<file path="src/rtl/fll_regs.svh">
`ifndef FLL_REGS_SVH
`define FLL_REGS_SVH
`define FLL_IDX_ENABLE 10'h171
`define FLL_IDX_INTEGER 10'h172
`define FLL_IDX_NUMER 10'h173
`define FLL_IDX_DENOM 10'h174
`define FLL_IDX_RATIO 10'h175
`define FLL_IDX_REFSEL 10'h176
`define FLL_IDX_FORCED 10'h177
`define FLL_IDX_READBACK 10'h178
`define FLL_IDX_GAIN 10'h179
`define FLL_BIT_ENA 0
`define FLL_BIT_FREERUN 1
`define FLL_BIT_APPLY 15
`define FLL_BIT_VALID 15
`define FLL_RST_ENA 1'b0
`define FLL_RST_FREERUN 1'b1
`define FLL_RST_MULT 10'h008
`define FLL_RST_NUMER 16'h0018
`define FLL_RST_DENOM 16'h007D
`define FLL_RST_RATIO 4'h0
`define FLL_RST_PREDIV 2'h0
`define FLL_RST_SRC 4'h0
`define FLL_RST_FORCED 12'h281
`define FLL_RST_GAIN 4'h0
`define FLL_GAIN_SAT 9'h100
`endif

</file>
<file path="src/rtl/fll_pkg.sv">
package fll_pkg;
  typedef logic [15:0] word_t;
  typedef logic [9:0] mult_t;
  typedef logic [11:0] integ_t;
endpackage : fll_pkg

</file>
<file path="src/rtl/fll_control_register_bank.sv">
// Design decision made here: the Wishbone interface to the registers.
`timescale 1ns/1ps
`include "fll_regs.svh"
module fll_control_register_bank (
  // Clock and reset
  input wire logic clk_i,
  input wire logic rst_i,
  // Wishbone slave
  input wire logic cyc_i,
  input wire logic stb_i,
  input wire logic we_i,
  input wire logic [11:0] adr_i,
  input wire logic [3:0] sel_i,
  input wire logic [31:0] dat_i,
  output logic [31:0] dat_o,
  output logic ack_o,
  // Loop status pins
  input wire logic reference_present_i,
  input wire logic loop_integrator_valid_i,
  input wire logic [11:0] loop_integrator_i,
  // Loop controls
  output logic loop_enable_o,
  output logic free_running_o,
  output logic [9:0] integer_multiplier_o,
  output logic [15:0] fraction_numerator_o,
  output logic [15:0] fraction_denominator_o,
  output logic [4:0] oscillator_divide_o,
  output logic [3:0] reference_divide_o,
  output logic [3:0] reference_source_o,
  output logic reference_source_ok_o,
  output logic [8:0] loop_gain_o,
  output logic settings_apply_o,
  output logic forced_integrator_apply_o,
  output logic [11:0] forced_integrator_value_o
);

  function automatic fll_pkg::word_t merge(
    input fll_pkg::word_t old_v,
    input fll_pkg::word_t new_v,
    input logic [1:0] lanes
  );
    merge = {lanes[1] ? new_v[15:8] : old_v[15:8],
             lanes[0] ? new_v[7:0] : old_v[7:0]};
  endfunction : merge

  function automatic logic [8:0] gain_of(input logic [3:0] code);
    gain_of = code[3] ? `FLL_GAIN_SAT : 9'(9'h001 << code[2:0]);
  endfunction : gain_of

  function automatic logic src_ok(input logic [3:0] code);
    src_ok = (code == 4'h0) || (code == 4'h1) || (code == 4'h3) ||
             (code == 4'h8) || (code == 4'h9) || (code == 4'hA) ||
             (code == 4'hC) || (code == 4'hD) || (code == 4'hE);
  endfunction : src_ok

  logic ena_r;
  logic freerun_r;
  fll_pkg::mult_t mult_r;
  fll_pkg::word_t numer_r;
  fll_pkg::word_t denom_r;
  logic [3:0] ratio_r;
  logic [1:0] prediv_r;
  logic [3:0] src_r;
  fll_pkg::integ_t forced_r;
  logic [3:0] gain_r;
  fll_pkg::mult_t act_mult_r;
  fll_pkg::word_t act_numer_r;
  logic apply_r;
  logic frc_r;
  logic ack_r;
  logic [31:0] rdata_r;
  logic ref_meta_r;
  logic ref_sync_r;
  logic vld_meta_r;
  logic vld_sync_r;
  logic vld_late_r;
  fll_pkg::integ_t integ_meta_r;
  fll_pkg::integ_t integ_sync_r;
  fll_pkg::integ_t integ_r;

  // Bus decode
  wire req = cyc_i & stb_i & ~ack_r;
  wire wr = req & we_i;
  wire [9:0] idx = adr_i[11:2];
  wire hit_ena = idx == `FLL_IDX_ENABLE;
  wire hit_int = idx == `FLL_IDX_INTEGER;
  wire hit_num = idx == `FLL_IDX_NUMER;
  wire hit_den = idx == `FLL_IDX_DENOM;
  wire hit_rat = idx == `FLL_IDX_RATIO;
  wire hit_ref = idx == `FLL_IDX_REFSEL;
  wire hit_frc = idx == `FLL_IDX_FORCED;
  wire hit_rb = idx == `FLL_IDX_READBACK;
  wire hit_gain = idx == `FLL_IDX_GAIN;
  wire [15:0] wd = dat_i[15:0];
  wire [1:0] ln = sel_i[1:0];

  wire fll_pkg::word_t ena_w = merge(
    {14'h0000, freerun_r, ena_r}, wd, ln);
  wire fll_pkg::word_t int_w = merge({6'h00, mult_r}, wd, ln);
  wire fll_pkg::word_t num_w = merge(numer_r, wd, ln);
  wire fll_pkg::word_t den_w = merge(denom_r, wd, ln);
  wire fll_pkg::word_t rat_w = merge({4'h0, ratio_r, 8'h00}, wd, ln);
  wire fll_pkg::word_t ref_w = merge(
    {8'h00, prediv_r, 2'h0, src_r}, wd, ln);
  wire fll_pkg::word_t frc_w = merge({4'h0, forced_r}, wd, ln);
  wire fll_pkg::word_t gain_w = merge({10'h000, gain_r, 2'h0}, wd, ln);

  wire fll_pkg::mult_t mult_nxt = (wr & hit_int) ? int_w[9:0] : mult_r;
  wire fll_pkg::word_t numer_nxt = (wr & hit_num) ? num_w : numer_r;
  wire fll_pkg::integ_t forced_nxt =
    (wr & hit_frc) ? frc_w[11:0] : forced_r;

  wire apply_req = wr & hit_int & ln[1] & wd[`FLL_BIT_APPLY];
  wire frc_req = wr & hit_frc & ln[1] & wd[`FLL_BIT_APPLY];
  // Start-up takes staged values, as enable is set last
  // Decoded from the write itself so the pulse matches a direct apply
  wire ena_wr = wr & hit_ena;
  wire ena_rise = ena_wr & ena_w[`FLL_BIT_ENA] & ~ena_r;
  // Start-up mode is the one written together with the enable
  wire free_nxt = ena_wr ? ena_w[`FLL_BIT_FREERUN] : freerun_r;
  wire apply_go = (apply_req & ena_r) | ena_rise;
  // forced load only when free running
  wire frc_go = (frc_req | ena_rise) & free_nxt;

  // meaningful only in free-run with loop valid
  wire rb_valid = vld_sync_r & freerun_r & ena_r;

  wire [15:0] rd_word =
    hit_ena ? {14'h0000, freerun_r, ena_r} :
    hit_int ? {6'h00, mult_r} :
    hit_num ? numer_r :
    hit_den ? denom_r :
    hit_rat ? {4'h0, ratio_r, 8'h00} :
    hit_ref ? {8'h00, prediv_r, 2'h0, src_r} :
    hit_frc ? {4'h0, forced_r} :
    hit_rb ? {rb_valid, 3'h0, integ_r} :
    hit_gain ? {10'h000, gain_r, 2'h0} : 16'h0000;

  // Bus answer one cycle after the request
  always_ff @(posedge clk_i) begin
    if (rst_i) begin
      ack_r <= 1'b0;
      rdata_r <= 32'h00000000;
    end else begin
      ack_r <= req;
      rdata_r <= (req & ~we_i) ? {16'h0000, rd_word} : 32'h00000000;
    end
  end

  always_ff @(posedge clk_i) begin
    if (rst_i) begin
      ena_r <= `FLL_RST_ENA;
      freerun_r <= `FLL_RST_FREERUN;
      mult_r <= `FLL_RST_MULT;
      numer_r <= `FLL_RST_NUMER;
      denom_r <= `FLL_RST_DENOM;
      ratio_r <= `FLL_RST_RATIO;
      prediv_r <= `FLL_RST_PREDIV;
      src_r <= `FLL_RST_SRC;
      forced_r <= `FLL_RST_FORCED;
      gain_r <= `FLL_RST_GAIN;
    end else begin
      if (wr & hit_ena) begin
        ena_r <= ena_w[`FLL_BIT_ENA];
        freerun_r <= ena_w[`FLL_BIT_FREERUN];
      end
      mult_r <= mult_nxt;
      numer_r <= numer_nxt;
      forced_r <= forced_nxt;
      if (wr & hit_den) denom_r <= den_w;
      if (wr & hit_rat) ratio_r <= rat_w[11:8];
      if (wr & hit_ref) begin
        prediv_r <= ref_w[7:6];
        src_r <= ref_w[3:0];
      end
      if (wr & hit_gain) gain_r <= gain_w[5:2];
    end
  end

  always_ff @(posedge clk_i) begin
    if (rst_i) begin
      act_mult_r <= `FLL_RST_MULT;
      act_numer_r <= `FLL_RST_NUMER;
      apply_r <= 1'b0;
      frc_r <= 1'b0;
    end else begin
      apply_r <= apply_go;
      frc_r <= frc_go;
      if (apply_go) begin
        act_mult_r <= mult_nxt;
        act_numer_r <= numer_nxt;
      end
    end
  end

  // Pins from the analogue loop
  always_ff @(posedge clk_i) begin
    if (rst_i) begin
      ref_meta_r <= 1'b0;
      ref_sync_r <= 1'b0;
      vld_meta_r <= 1'b0;
      vld_sync_r <= 1'b0;
      vld_late_r <= 1'b0;
      integ_meta_r <= 12'h000;
      integ_sync_r <= 12'h000;
    end else begin
      ref_meta_r <= reference_present_i;
      ref_sync_r <= ref_meta_r;
      vld_meta_r <= loop_integrator_valid_i;
      vld_sync_r <= vld_meta_r;
      vld_late_r <= vld_sync_r;
      integ_meta_r <= loop_integrator_i;
      integ_sync_r <= integ_meta_r;
    end
  end

  // integrator capture
  // Word taken a cycle after valid is seen, so all its bits have settled
  always_ff @(posedge clk_i) begin
    if (rst_i) begin
      integ_r <= 12'h000;
    end else if (frc_go) begin
      integ_r <= forced_nxt;
    end else if (vld_sync_r & vld_late_r) begin
      integ_r <= integ_sync_r;
    end
  end

  assign dat_o = rdata_r;
  assign ack_o = ack_r;
  assign loop_enable_o = ena_r;
  assign free_running_o = ena_r & (freerun_r | ~ref_sync_r);
  assign integer_multiplier_o = act_mult_r;
  assign fraction_numerator_o = act_numer_r;
  assign fraction_denominator_o = denom_r;
  assign oscillator_divide_o = {1'b0, ratio_r} + 5'h01;
  assign reference_divide_o = 4'(4'h1 << prediv_r);
  assign reference_source_o = src_r;
  assign reference_source_ok_o = src_ok(src_r);
  assign loop_gain_o = gain_of(gain_r);
  assign settings_apply_o = apply_r;
  assign forced_integrator_apply_o = frc_r;
  assign forced_integrator_value_o = forced_r;
endmodule : fll_control_register_bank

</file>
<file path="config.mk">
export PLATFORM = sky130hd
export DESIGN_NAME = fll_control_register_bank
export DESIGN_NICKNAME = d
export VERILOG_FILES = /design/src/rtl/fll_pkg.sv /design/src/rtl/fll_control_register_bank.sv
export VERILOG_INCLUDE_DIRS = /design/src /design/src/rtl
export SDC_FILE = /design/constraint.sdc
export NUM_CORES = 1
export LEC_CHECK = 0
export ABC_AREA = 1
export BUFFER_PORTS_ARGS = -buffer_cell sky130_fd_sc_hd__buf_4
export CAP_MARGIN = 20
export CORE_ASPECT_RATIO = 2
export CORE_MARGIN = 2
export CORE_UTILIZATION = 30
export CTS_BUF_LIST = sky130_fd_sc_hd__clkbuf_8
export CTS_CLUSTER_DIAMETER = 80
export CTS_CLUSTER_SIZE = 25
export DETAILED_ROUTE_END_ITERATION = 16
export MAX_ROUTING_LAYER = met4
export PLACE_DENSITY_LB_ADDON = 0.25
export SKIP_LAST_GASP = 1
export SYNTH_ARGS = -nofsm -noshare
export SYNTH_HDL_FRONTEND = slang
export SYNTH_SLANG_ARGS = --single-unit
</file>
<file path="constraint.sdc">
create_clock -name clk_i -period 1.5 [get_ports clk_i]
set_input_delay 0.075 -clock clk_i [delete_from_list [all_inputs] [get_ports clk_i]]
set_output_delay 0.075 -clock clk_i [all_outputs]
set_load 0.03 [all_outputs]
</file>
* Word level (Yosys, flattened, before mapping)
Cells that the tools add are included.
** Word-level totals
- Register bits :: 172
- Output and inout bits :: 114
- Word-level logic and storage cells :: 121
** Operators by class
- Add/subtract/negate cells :: 1
- Eq/ne operators :: 17
- Shifts and indexed selects :: 2
- Multiplexer cells :: 23
- Bitwise logic cells :: 32
- Reductions and logical operators :: 18
** Operator list (count)
- $mux 16 :: 9
- $eq 10x9->1 const B :: 9
- $mux 12 :: 3
- $mux 8 :: 4
- $and 1x1->1 :: 24
- $eq 4x4->1 const B :: 6
- $mux 10 :: 1
- $reduce_and 2->1 :: 5
- $mux 9 :: 1
- $shl 1x3->9 const A :: 1
- $logic_or 1x1->1 :: 8
- $mux 6 :: 1
- $add 4x1->5 const B :: 1
- $not 1->1 :: 5
- $eq 4x1->1 const B :: 1
- $eq 4x2->1 const B :: 1
- $logic_not 4->1 :: 1
- $mux 2 :: 2
- $mux 4 :: 1
- $reduce_or 4->1 :: 1
- $shl 1x2->4 const A :: 1
- $or 1x1->1 :: 3
- $reduce_or 3->1 :: 1
- $reduce_bool 2->1 :: 1
- other kinds (2) :: 2

* Logic depth before layout (Yosys ltp)
Gate-level depths: netlist of the first run.
- Depth in word-level cells :: 10
- Gate-level depth with buffers :: 14

* Least setup slack after synthesis of the first run
No wires, ideal clock.
- Path kind :: register to register
- From :: reg ena_r, in the netlist loop_enable_o
- To :: reg integ_r[1]
- Setup time :: 0.128 ns
- Arrival :: 1.597 ns
- Required time :: 1.372 ns
- Slack :: -0.225 ns
- Cell stages (with the launch flop) :: 11
- Clock period less this slack :: 1.725 ns
- Cell sequence :: dfxtp_1 > inv_2 > o21ai_1 > nand4_1 > nand2_2 > nand2_4 > nand2_2 > buf_6 > nor2_1 > nor2_1 > nor2_1
** Between the ends
- Word-level cells in the longest chain between the ends :: 6
- Elaborated cells on any way between the ends :: 8
- Those cells by class :: mux: 2; bitwise: 5; reduce/logical: 1
** Ends and longest elaborated chain
- start, declared :: RTL line fll_control_register_bank.sv:56 : logic ena_r;
- start signal, assigned :: RTL line fll_control_register_bank.sv:152 : ena_r <= `FLL_RST_ENA;
- start signal, assigned :: RTL line fll_control_register_bank.sv:164 : ena_r <= ena_w[`FLL_BIT_ENA];
- $mux 2 :: RTL line fll_control_register_bank.sv:43 : lanes[0] ? new_v[7:0] : old_v[7:0]};
- $and 1x1->1 :: RTL line fll_control_register_bank.sv:118 : wire ena_rise = ena_wr & ena_w[`FLL_BIT_ENA] & ~ena_r;
- $and 1x1->1 (*) :: RTL line fll_control_register_bank.sv:118
- $or 1x1->1 (*) :: RTL line fll_control_register_bank.sv:123 : wire frc_go = (frc_req | ena_rise) & free_nxt;
- $and 1x1->1 (*) :: RTL line fll_control_register_bank.sv:123
- $mux 12 or $reduce_bool 2->1 (tied branches)
- end signal, assigned :: RTL line fll_control_register_bank.sv:223 : integ_r <= forced_nxt;
- end signal, assigned :: RTL line fll_control_register_bank.sv:225 : integ_r <= integ_sync_r;
- end, declared :: RTL line fll_control_register_bank.sv:79 : fll_pkg::integ_t integ_r;
Mark *: on every way between the ends. The rest lies on a longest branch, timed or not.
A chain may end at the register's enable or synchronous reset.

* Worst setup path in the final report of the first run
- From :: reg ack_r, in the netlist ack_o
- To :: reg act_numer_r[12], in the netlist fraction_numerator_o[12]
** Between the ends
- Word-level cells in the longest chain between the ends :: 8
- Elaborated cells on any way between the ends :: 13
- Those cells by class :: mux: 1; bitwise: 12
** Ends and longest elaborated chain
- start, declared :: RTL line fll_control_register_bank.sv:70 : logic ack_r;
- start signal, assigned :: RTL line fll_control_register_bank.sv:145 : ack_r <= req;
- $not 1->1 (*) :: RTL line fll_control_register_bank.sv:82 : wire req = cyc_i & stb_i & ~ack_r;
- $and 1x1->1 (*) :: RTL line fll_control_register_bank.sv:82
- $and 1x1->1 (*) :: RTL line fll_control_register_bank.sv:83 : wire wr = req & we_i;
- $and 1x1->1 (3 in a row) :: RTL line fll_control_register_bank.sv:113 : wire apply_req = wr & hit_int & ln[1] & wd[`FLL_BIT_APPLY];
- $and 1x1->1 :: RTL line fll_control_register_bank.sv:121 : wire apply_go = (apply_req & ena_r) | ena_rise;
- $or 1x1->1 :: RTL line fll_control_register_bank.sv:121
- end signal, assigned :: RTL line fll_control_register_bank.sv:183 : act_numer_r <= `FLL_RST_NUMER;
- end signal, assigned :: RTL line fll_control_register_bank.sv:191 : act_numer_r <= numer_nxt;
- end, declared :: RTL line fll_control_register_bank.sv:67 : fll_pkg::word_t act_numer_r;
Marked as above.

==> results of run 1 <==
## flip-flops by register name, indices dropped and copies added (netlist names), 10 cells and up
register / cells
integer_multiplier_o: 10
fraction_numerator_o: 16
integ_sync_r: 12
dat_o: 16
forced_integrator_value_o: 12
integ_meta_r: 12
numer_r: 16
mult_r: 10
integ_r: 12
fraction_denominator_o: 16
## worst max-delay path by stage
stage	to	startpoint	cells after the start	slack, ps
2_1_floorplan	integ_r[1]	ack_o	11	-70
3_3_place_gp	integer_multiplier_o[4]	ack_o	10	-320
3_5_place_dp	fraction_numerator_o[15]	ack_o	10	-330
4_1_cts	integ_r[7]	ack_o	13	-120
5_1_grt	fraction_numerator_o[8]	ack_o	11	-330
6_report	fraction_numerator_o[12]	ack_o	11	-220
## area by class of cell
cell class	count	area (um2)	area share, %
clock buffer	17	234	2.20
timing repair buffer	294	2590	24.4
tap	283	354	3.34
sequential	156	3150	29.7
antenna	1	2.50	0.0236
clock inverter	15	173	1.63
multi-input combinational	677	3540	33.4
inverter	147	567	5.34
## cell usage after synthesis
cell        n
buf_4      22
nand3_2     2
o21a_1      1
nand2_2     6
o21ai_0    67
nor2_1    194
clkinv_1    1
nor2_2      9
a21oi_1    62
nor2_4      7
nor4_1      2
xor2_1      2
buf_2       8
dfxtp_1   156
nand4_1    24
clkbuf_1   21
ha_1        1
nand2_1   183
buf_1       2
conb_1      1
nand3_1    38
nor3_1      3
o21ai_1    19
buf_6       3
o211ai_1   10
nand3b_1    1
or2_2       6
nand2_4     1
inv_1     134
inv_2      12
a211oi_1   23
## worst max-delay path, delay by kind of cell, from the launching register on
kind / cells / cell delay [ps]
buffers and inverters: 4 / 450
AOI/OAI and AO/OA: 2 / 160
DFF: 1 / 360
and+or+nand+nor: 5 / 660
## cells in the final DEF, fill, tap and decap left out, drive strengths merged
cell type	n
bufinv	3
o21a	1
nand4	24
inv	152
a21oi	62
dlygate4sd3	32
o21ai	86
nor3	3
nor2	210
ha	1
nor4	2
conb	16
or2	6
a211oi	23
nand3	40
dfxtp	156
clkinvlp	1
nand3b	1
buf	258
xor2	2
clkbuf	21
o211ai	10
diode	1
clkinv	6
nand2	190
## metrics by stage
step	area [um2]	util (%)	setup TNS (ps)
floorplan	7160	-	-1380
global placement	9170	39.5	-21900
detailed placement	9170	39.5	-22320
CTS	10100	43.6	-3780
global route	10600	45.7	-18480
finish	10600	45.7	-8840
## power by group through the flow
stage	registers, mW	logic (mW)	clock network, mW
after floorplan	4.28	0.289	0
after global placement	4.28	0.539	0
after detailed placement	4.28	0.539	0
after CTS	4.18	0.619	3.45
after global routing	4.18	0.692	3.62
final	4.17	0.643	3.37
## repair_timing
action	in CTS	in global routing
hold buffers	32	0
hold endpoints to repair	41	0
setup endpoints to repair	113	113
gates resized for setup	50	119
buffers inserted	5	7
pin swaps	15	44
cloned	2	4
## logic make-up (layout without fill, tap and decap cells)
family	Yosys count	count (layout)	synth area share, %
and+or+nand+nor	476	476	28.8
other	1	17	0.0531
xor gates and xnor gates	2	2	0.248
adders and majority gates	1	1	0.177
DFF	156	156	44.2
AOI/OAI and AO/OA	182	182	14.1
buffers and inverters	203	473	12.4
## metal layers
metal | global-route usage (%) | vias up | share of wire, %
met4 | 12.3 | 0 | 5.6
met2 | 37.7 | 176 | 56
li1 | - | 3738 | -
met1 | 18.8 | 3391 | 35
met5 | - | - | 0
met3 | 3.45 | 63 | 3.0
==> results.cfg, run 1 <==
[global_routing]
grt_max_degree = 94
grt.overflow.total = 0
grt_pass1_wl_mm = 37.5
grt_pass1_vias = 7088
antenna_found_initial = 1
grtUsageTotal_pct = 20.2

[placed_design]
pre_cts_ws_ps = -327
dp_hpwl_mm = 18.8
gp_congestion = 0.946
io_buffers = 144
placed_cells = 1509

[critical_path]
reg2reg_setup_slack_ps = -220
worstPathMaxFanout = 7
rr_worst_depth = 11
path_cells = inv_4 -> nand4_1 -> buf_6 -> nor2_4 -> inv_2 -> nor2_4 -> nand3_4 -> nand2_8 -> clkbuf_16 -> o21ai_2 -> a21oi_1
end_kind = flip-flop
start_kind = flip-flop
r2r-end = fraction_numerator_o[12]
rr_startpoint = ack_o
crit_path_top_delay_cell = dfxtp_4
worstPathArrival_ps = 2130
path_common_cell = nor2_4
crit_type = reg -> reg
cpPeakStageDelay_ps = 360
required_ps = 1920

[yosys]
synthTopCellsByArea = dfxtp_1, nor2_1, nand2_1
ys.warnings.count = 0
synth_cell_types = 31
yosys.area.top_type = dfxtp_1
synthesis.area_mm2 = 0.00706
netlist.area_leader.share_pct = 44.2
synth_cells = 1021
ys_ff_latch = 156
avgSynthCellArea_um2 = 6.92
ys_seq_area_share_pct = 44.2

[sta]
fin_crit_ps = 1720
final-max-slew-violation-count = 0
period_share_pct = 114
max_freq_ghz = 0.583
final-setup-viol-count = 68
rsz0062_at_grt = yes
finalHoldViolations = 0
finClkSkew_ps = 15.1
holdWs_ps = 51.0
finalWorstSetupSlack_ps = -216

[floorplanning]
die_h_um = 221
num_rows = 79
design.core.area_mm2 = 0.0232
die_w_um = 112
die_area_mm2 = 0.0249
initial_utilization_pct = 30.4
io_pins = 181

[pwr]
clkPwrFrac_pct = 41.2
p_sw_share_pct = 25.8
power_frac_seq_pct = 51.0
powerDensity_mw_per_mm2 = 771
pwr-share-comb_pct = 7.9
power_mw = 8.19
p_leak_nw = 4.86
p_int_mw = 6.07
switchingPower_mw = 2.11
irDropWorstVdd_mv = 0.496

[routing]
wl_mm = 25.1
num_vias = 7368
via_per_inst = 4.63
antenna_left = 0
wl_per_cell_um = 15.8
drt-initial-drc-count = 369
drc = 0
drt-pass1-iter-count = 5

[layout]
fillerInstances = 2340
final_nets = 1361
layout-drive-gt1-share_pct = 33.6
area_growth_pct = 50.3
layout.cells.non_filler = 1590

[worst_hold_path]
worstHoldEndpoint = fraction_denominator_o[9]
hp-start = dat_i[9]
min_path_cells = 4
hold_path.class = in -> reg

[run_status]
failed_checks = negative setup slack
status = complete, but fails checks

[cts]
cts_buffers = 17
cts_tree = built
cts-root-buf = clkbuf_8
clk_path_buf_depth = 2
clkTransAtPathRegs_ps = 90
cts_sinks = 156
worstSkewPairLatency_ps = 480
htreeDepth = 4

[run]
max_cap_viol_count = 0
Power figures use the tool's default switching activity.
==> run 2: changes to the inputs <==
--- a/config.mk
+++ b/config.mk
@@ -11,7 +11,7 @@
 export CAP_MARGIN = 20
 export CORE_ASPECT_RATIO = 2
 export CORE_MARGIN = 2
-export CORE_UTILIZATION = 30
+export CORE_UTILIZATION = 49
 export CTS_BUF_LIST = sky130_fd_sc_hd__clkbuf_8
 export CTS_CLUSTER_DIAMETER = 80
 export CTS_CLUSTER_SIZE = 25
==> constraint.sdc (replaced) <==
create_clock -name clk_i -period 1.9 [get_ports clk_i]
set_input_delay 0.095 -clock clk_i [delete_from_list [all_inputs] [get_ports clk_i]]
set_output_delay 0.095 -clock clk_i [all_outputs]
set_load 0.03 [all_outputs]
==> run 2 against run 1 <==
Sequential share of layout area increased by 4.6 points. The run now ends clean. Cell count decreased by 11%. Via count decreased by 2.2%. Count of clock-buffer cells in the layout unchanged. Power decreased by 27%. Largest power group unchanged.
==> results.cfg, run 2 (synthesis gave the netlist of run 1 again) <==
[worst_hold_path]
hold_path.class = in -> reg

[placed_design]
dp_hpwl_mm = 15.6
placed_cells = 1354
pre_cts_ws_ps = 33.3
placed_cell_area_mm2 = 0.00842
gp_congestion = 0.965
io_buffers = 144

[critical_path]
end_kind = flip-flop
required_ps = 2280
crit_type = reg -> reg
rr_startpoint = ack_o
worstPathArrival_ps = 2170
worstPathMaxFanout = 6
rr_worst_depth = 10
start_kind = flip-flop
critPathLaunch = ack_o
setup.worst_path.end = integ_r[9]
reg2reg_setup_slack_ps = 110
r2r-end = integ_r[9]

[routing]
drt-pass1-iter-count = 5
wl_mm = 20.7
num_vias = 7209
drc = 0
antenna_left = 0
drt-initial-drc-count = 323
wl_per_cell_um = 14.6
via_per_inst = 5.10

[global_routing]
grt_max_degree = 69
antenna_found_initial = 0
grt_pass1_wl_mm = 32.4
grt.overflow.total = 0
grtUsageTotal_pct = 28.0
grt_pass1_vias = 6760

[sta]
max_freq_ghz = 0.558
fin_crit_ps = 1790
final-setup-viol-count = 0
finalWorstSetupSlack_ps = 108
setup_tns_ps = 0
max-slew-margin-rel_pct = 52.2
tightestPinTransition_ps = 717
holdWs_ps = 32.3
finClkSkew_ps = 15.6
final-max-slew-violation-count = 0
period_share_pct = 94.3
rsz0062_at_grt = yes
finalHoldViolations = 0

[floorplanning]
initial_utilization_pct = 49.7
design.core.area_mm2 = 0.0142
die_h_um = 174
die_area_mm2 = 0.0154
num_rows = 62
io_pins = 181
die_w_um = 88.9

[layout]
mostFrequentLayoutCells = nor2_1, nand2_1, buf_4
multi_input_area_mm2 = 0.00316
fin_util_pct = 64.3
design_area_mm2 = 0.00912
layout-drive-gt1-share_pct = 21.6
regArea_mm2 = 0.00312
fillerInstances = 1328
antennaDiodeCount = 0
area_growth_pct = 29.2
final_common_cell = nor2_1
layout.cells.non_filler = 1414
final_nets = 1277

[cts]
worstSkewPairLatency_ps = 460
clk_path_buf_depth = 2
cts_buffers = 17
htreeDepth = 4
cts_sinks = 156
cts-root-buf = clkbuf_8
clkTransAtPathRegs_ps = 80
cts_tree = built

[pwr]
irDropWorstVdd_mv = 0.529
powerDensity_mw_per_mm2 = 658
power_mw = 6.00
p_leak_nw = 4.27

[run_status]
status = finished, final reports clean

[run]
max_cap_viol_count = 0
-- run 2: how the worst min path moves through the flow --
stage | slack, ps | depth (start not counted) | startpoint | endpoint
after floorplan | 180 | 1 | rst_i | ack_o
after global placement | 290 | 3 | reference_present_i | ref_meta_r
after detailed placement | 300 | 3 | loop_integrator_i[3] | integ_meta_r[3]
after CTS | 8 | 4 | sel_i[0] | loop_enable_o
after global routing | 30 | 3 | dat_i[3] | fraction_denominator_o[3]
final | 30 | 3 | dat_i[8] | fraction_denominator_o[8]
-- run 2: power by group --
group,total (mW),internal (mW),switching [mW]
sequential,3.30,3.30,0.00782
combinational,0.418,0.154,0.264
clock,2.28,1.03,1.25
total,6.00,4.48,1.52
-- run 2: metal layers --
metal	GRT usage [%]	wire length [um]	vias up
met5	-	0	-
met4	10.2	602	0
met3	4.38	1150	39
met2	47.3	10700	253
met1	32.7	8240	3342
li1	-	-	3575
-- run 2: area by class of cell --
type | instances | share of cell area, %
Clock inverter | 15 | 1.39
Sequential cell | 156 | 34.2
Tap cell | 192 | 2.63
Multi-Input combinational cell | 677 | 34.7
Clock buffer | 17 | 2.57
Inverter | 147 | 6.05
Timing Repair Buffer | 210 | 18.5
-- run 2: repair_timing --
item,in CTS,in global routing
hold endpoints to repair,26,0
setup buffers,0,2
hold buffers,25,0
endpoints found under the setup margin,0,39
resized for setup,0,12
-- run 2: worst max-delay path, cell delays in order (launching register included) --
cell and delay, ps:
dfxtp_1 320, inv_1 80, nand4_1 220, nor2_2 260, buf_4 140, nand4_1 90, nand2_1 250, nand3_1 130
nand2_1 100, nor2_1 50, nor2_1 70
==> run 3: changes to the inputs <==
--- a/config.mk
+++ b/config.mk
@@ -11,7 +11,7 @@
 export CAP_MARGIN = 20
 export CORE_ASPECT_RATIO = 2
 export CORE_MARGIN = 2
-export CORE_UTILIZATION = 49
+export CORE_UTILIZATION = 55
 export CTS_BUF_LIST = sky130_fd_sc_hd__clkbuf_8
 export CTS_CLUSTER_DIAMETER = 80
 export CTS_CLUSTER_SIZE = 25
@@ -19,6 +19,7 @@
 export MAX_ROUTING_LAYER = met4
 export PLACE_DENSITY_LB_ADDON = 0.25
 export SKIP_LAST_GASP = 1
+export SLEW_MARGIN = 30
 export SYNTH_ARGS = -nofsm -noshare
 export SYNTH_HDL_FRONTEND = slang
 export SYNTH_SLANG_ARGS = --single-unit
==> run 3 against run 2 <==
Global-route usage is 4.3 points higher. Power up 4.6%. Clock skew is 0.62 ps higher. Wire length increased by 4.9%. Critical path type unchanged. Largest power group unchanged.
==> results.cfg, run 3 (synthesis gave the netlist of run 1 again) <==
[run_status]
status = finished, final reports clean

[placed_design]
placed_cells = 1315
gp_congestion = 0.979
placed_cell_area_mm2 = 0.00839
io_buffers = 144
dp_hpwl_mm = 16.4

[cts]
clkTransAtPathRegs_ps = 80
cts_buffers = 17
cts_tree = built
cts-root-buf = clkbuf_8
clk_path_buf_depth = 2
htreeDepth = 4
worstSkewPairLatency_ps = 460
cts_sinks = 156

[sta]
setup_tns_ps = 0
tightestPinTransition_ps = 538
final-max-slew-violation-count = 0
fin_crit_ps = 1770
finClkSkew_ps = 16.2
holdWs_ps = 22.1
rsz0062_at_grt = no
finalHoldViolations = 0
max_freq_ghz = 0.566
period_share_pct = 92.9
final-setup-viol-count = 0
max-slew-margin-rel_pct = 64.0

[layout]
area_growth_pct = 28.4
final_nets = 1277
mostFrequentLayoutCells = nor2_1, buf_4, nand2_1
final_common_cell = nor2_1
layout-drive-gt1-share_pct = 21.5
layout.cells.non_filler = 1371
design_area_mm2 = 0.00907
fillerInstances = 1056
antennaDiodeCount = 0

[critical_path]
critPathLaunch = ack_o
end_kind = flip-flop
rr_startpoint = ack_o
worstPathMaxFanout = 13
required_ps = 2220
worstPathArrival_ps = 2090
start_kind = flip-flop
crit_type = reg -> reg

[pwr]
power_mw = 6.28
irDropWorstVdd_mv = 0.756
powerDensity_mw_per_mm2 = 692
p_leak_nw = 4.27

[worst_hold_path]
hold_path.class = in -> reg
hp-start = dat_i[8]

[routing]
drc = 0
drt-initial-drc-count = 382
drt-pass1-iter-count = 6
antenna_left = 0
wl_per_cell_um = 15.8
num_vias = 7170
wl_mm = 21.7
via_per_inst = 5.23

[floorplanning]
design.core.area_mm2 = 0.0126
io_pins = 181
die_w_um = 84.1
die_area_mm2 = 0.0138
num_rows = 58
initial_utilization_pct = 56.2
die_h_um = 164

[global_routing]
grtUsageTotal_pct = 32.3
grt_max_degree = 53
grt_pass1_vias = 6943
grt_pass1_wl_mm = 33.7
grt.overflow.total = 0
antenna_found_initial = 0

[run]
max_cap_viol_count = 0
[run 3: cell count changes in the layout (fill, tap and decap cells not counted), moves of 2 or more]
cell      delta
nor2_2       +2
inv_6        +4
clkinv_4     -3
clkinv_2     -3
buf_4        +2
nor2_4       -2
[run 3: layer usage]
metal | vias to the layer above | GRT usage (%) | wire, um
met5 | - | - | 0
met4 | 0 | 24.8 | 1660
met3 | 89 | 4.22 | 1000
met2 | 274 | 57.0 | 11500
met1 | 3239 | 31.5 | 7500
li1 | 3568 | - | -
[run 3: power by group]
group          total (mW)  internal [mW]  switching [mW]
Sequential           3.30           3.30         0.00778
Clock                2.55           1.23            1.32
Combinational       0.420          0.153           0.267
Total                6.28           4.68            1.60
[run 3: per-stage QoR]
stage	worst slack [ps]	util, %
after floorplan	175	-
after global placement	155	66.9
after detailed placement	105	66.9
after CTS	120	72.1
after global routing	18.9	72.2
final	134	72.2
[run 3: final cells by class]
| class | count | area, um2 | share of cell area (%) |
|---|---|---|---|
| clock buffers | 18 | 248 | 2.73 |
| clock inverters | 13 | 154 | 1.70 |
| inverters | 147 | 552 | 6.09 |
| multi-input cells | 677 | 3140 | 34.6 |
| flip-flops and latches | 156 | 3120 | 34.4 |
| well taps | 150 | 188 | 2.07 |
| repair buffers | 210 | 1660 | 18.4 |
[run 3: final timing paths]
check / endpoint / slack, ps / depth (start not counted)
max reg2reg: integ_r[4] / 130 / 12
min reg2reg: integ_sync_r[6] / 410 / 2
min: fraction_denominator_o[8] / 20 / 3
max: integ_r[4] / 130 / 12
[run 3: critical path, cell delays in order, from the launching register on]
cell and delay, ps:
dfxtp_1 310, inv_1 60, nand3_1 110, nor2_2 170, buf_4 190, nand4_1 90, nand2_1 110, inv_2 60
buf_4 190, nand3_1 100, nand2_1 80, nor2_1 100, nor2_1 40
[run 3: what timing repair did]
action	CTS	global route
resized for setup	0	5
endpoints found under the setup margin	0	16
hold endpoints to repair	26	0
setup buffers	0	0
hold buffers	25	0
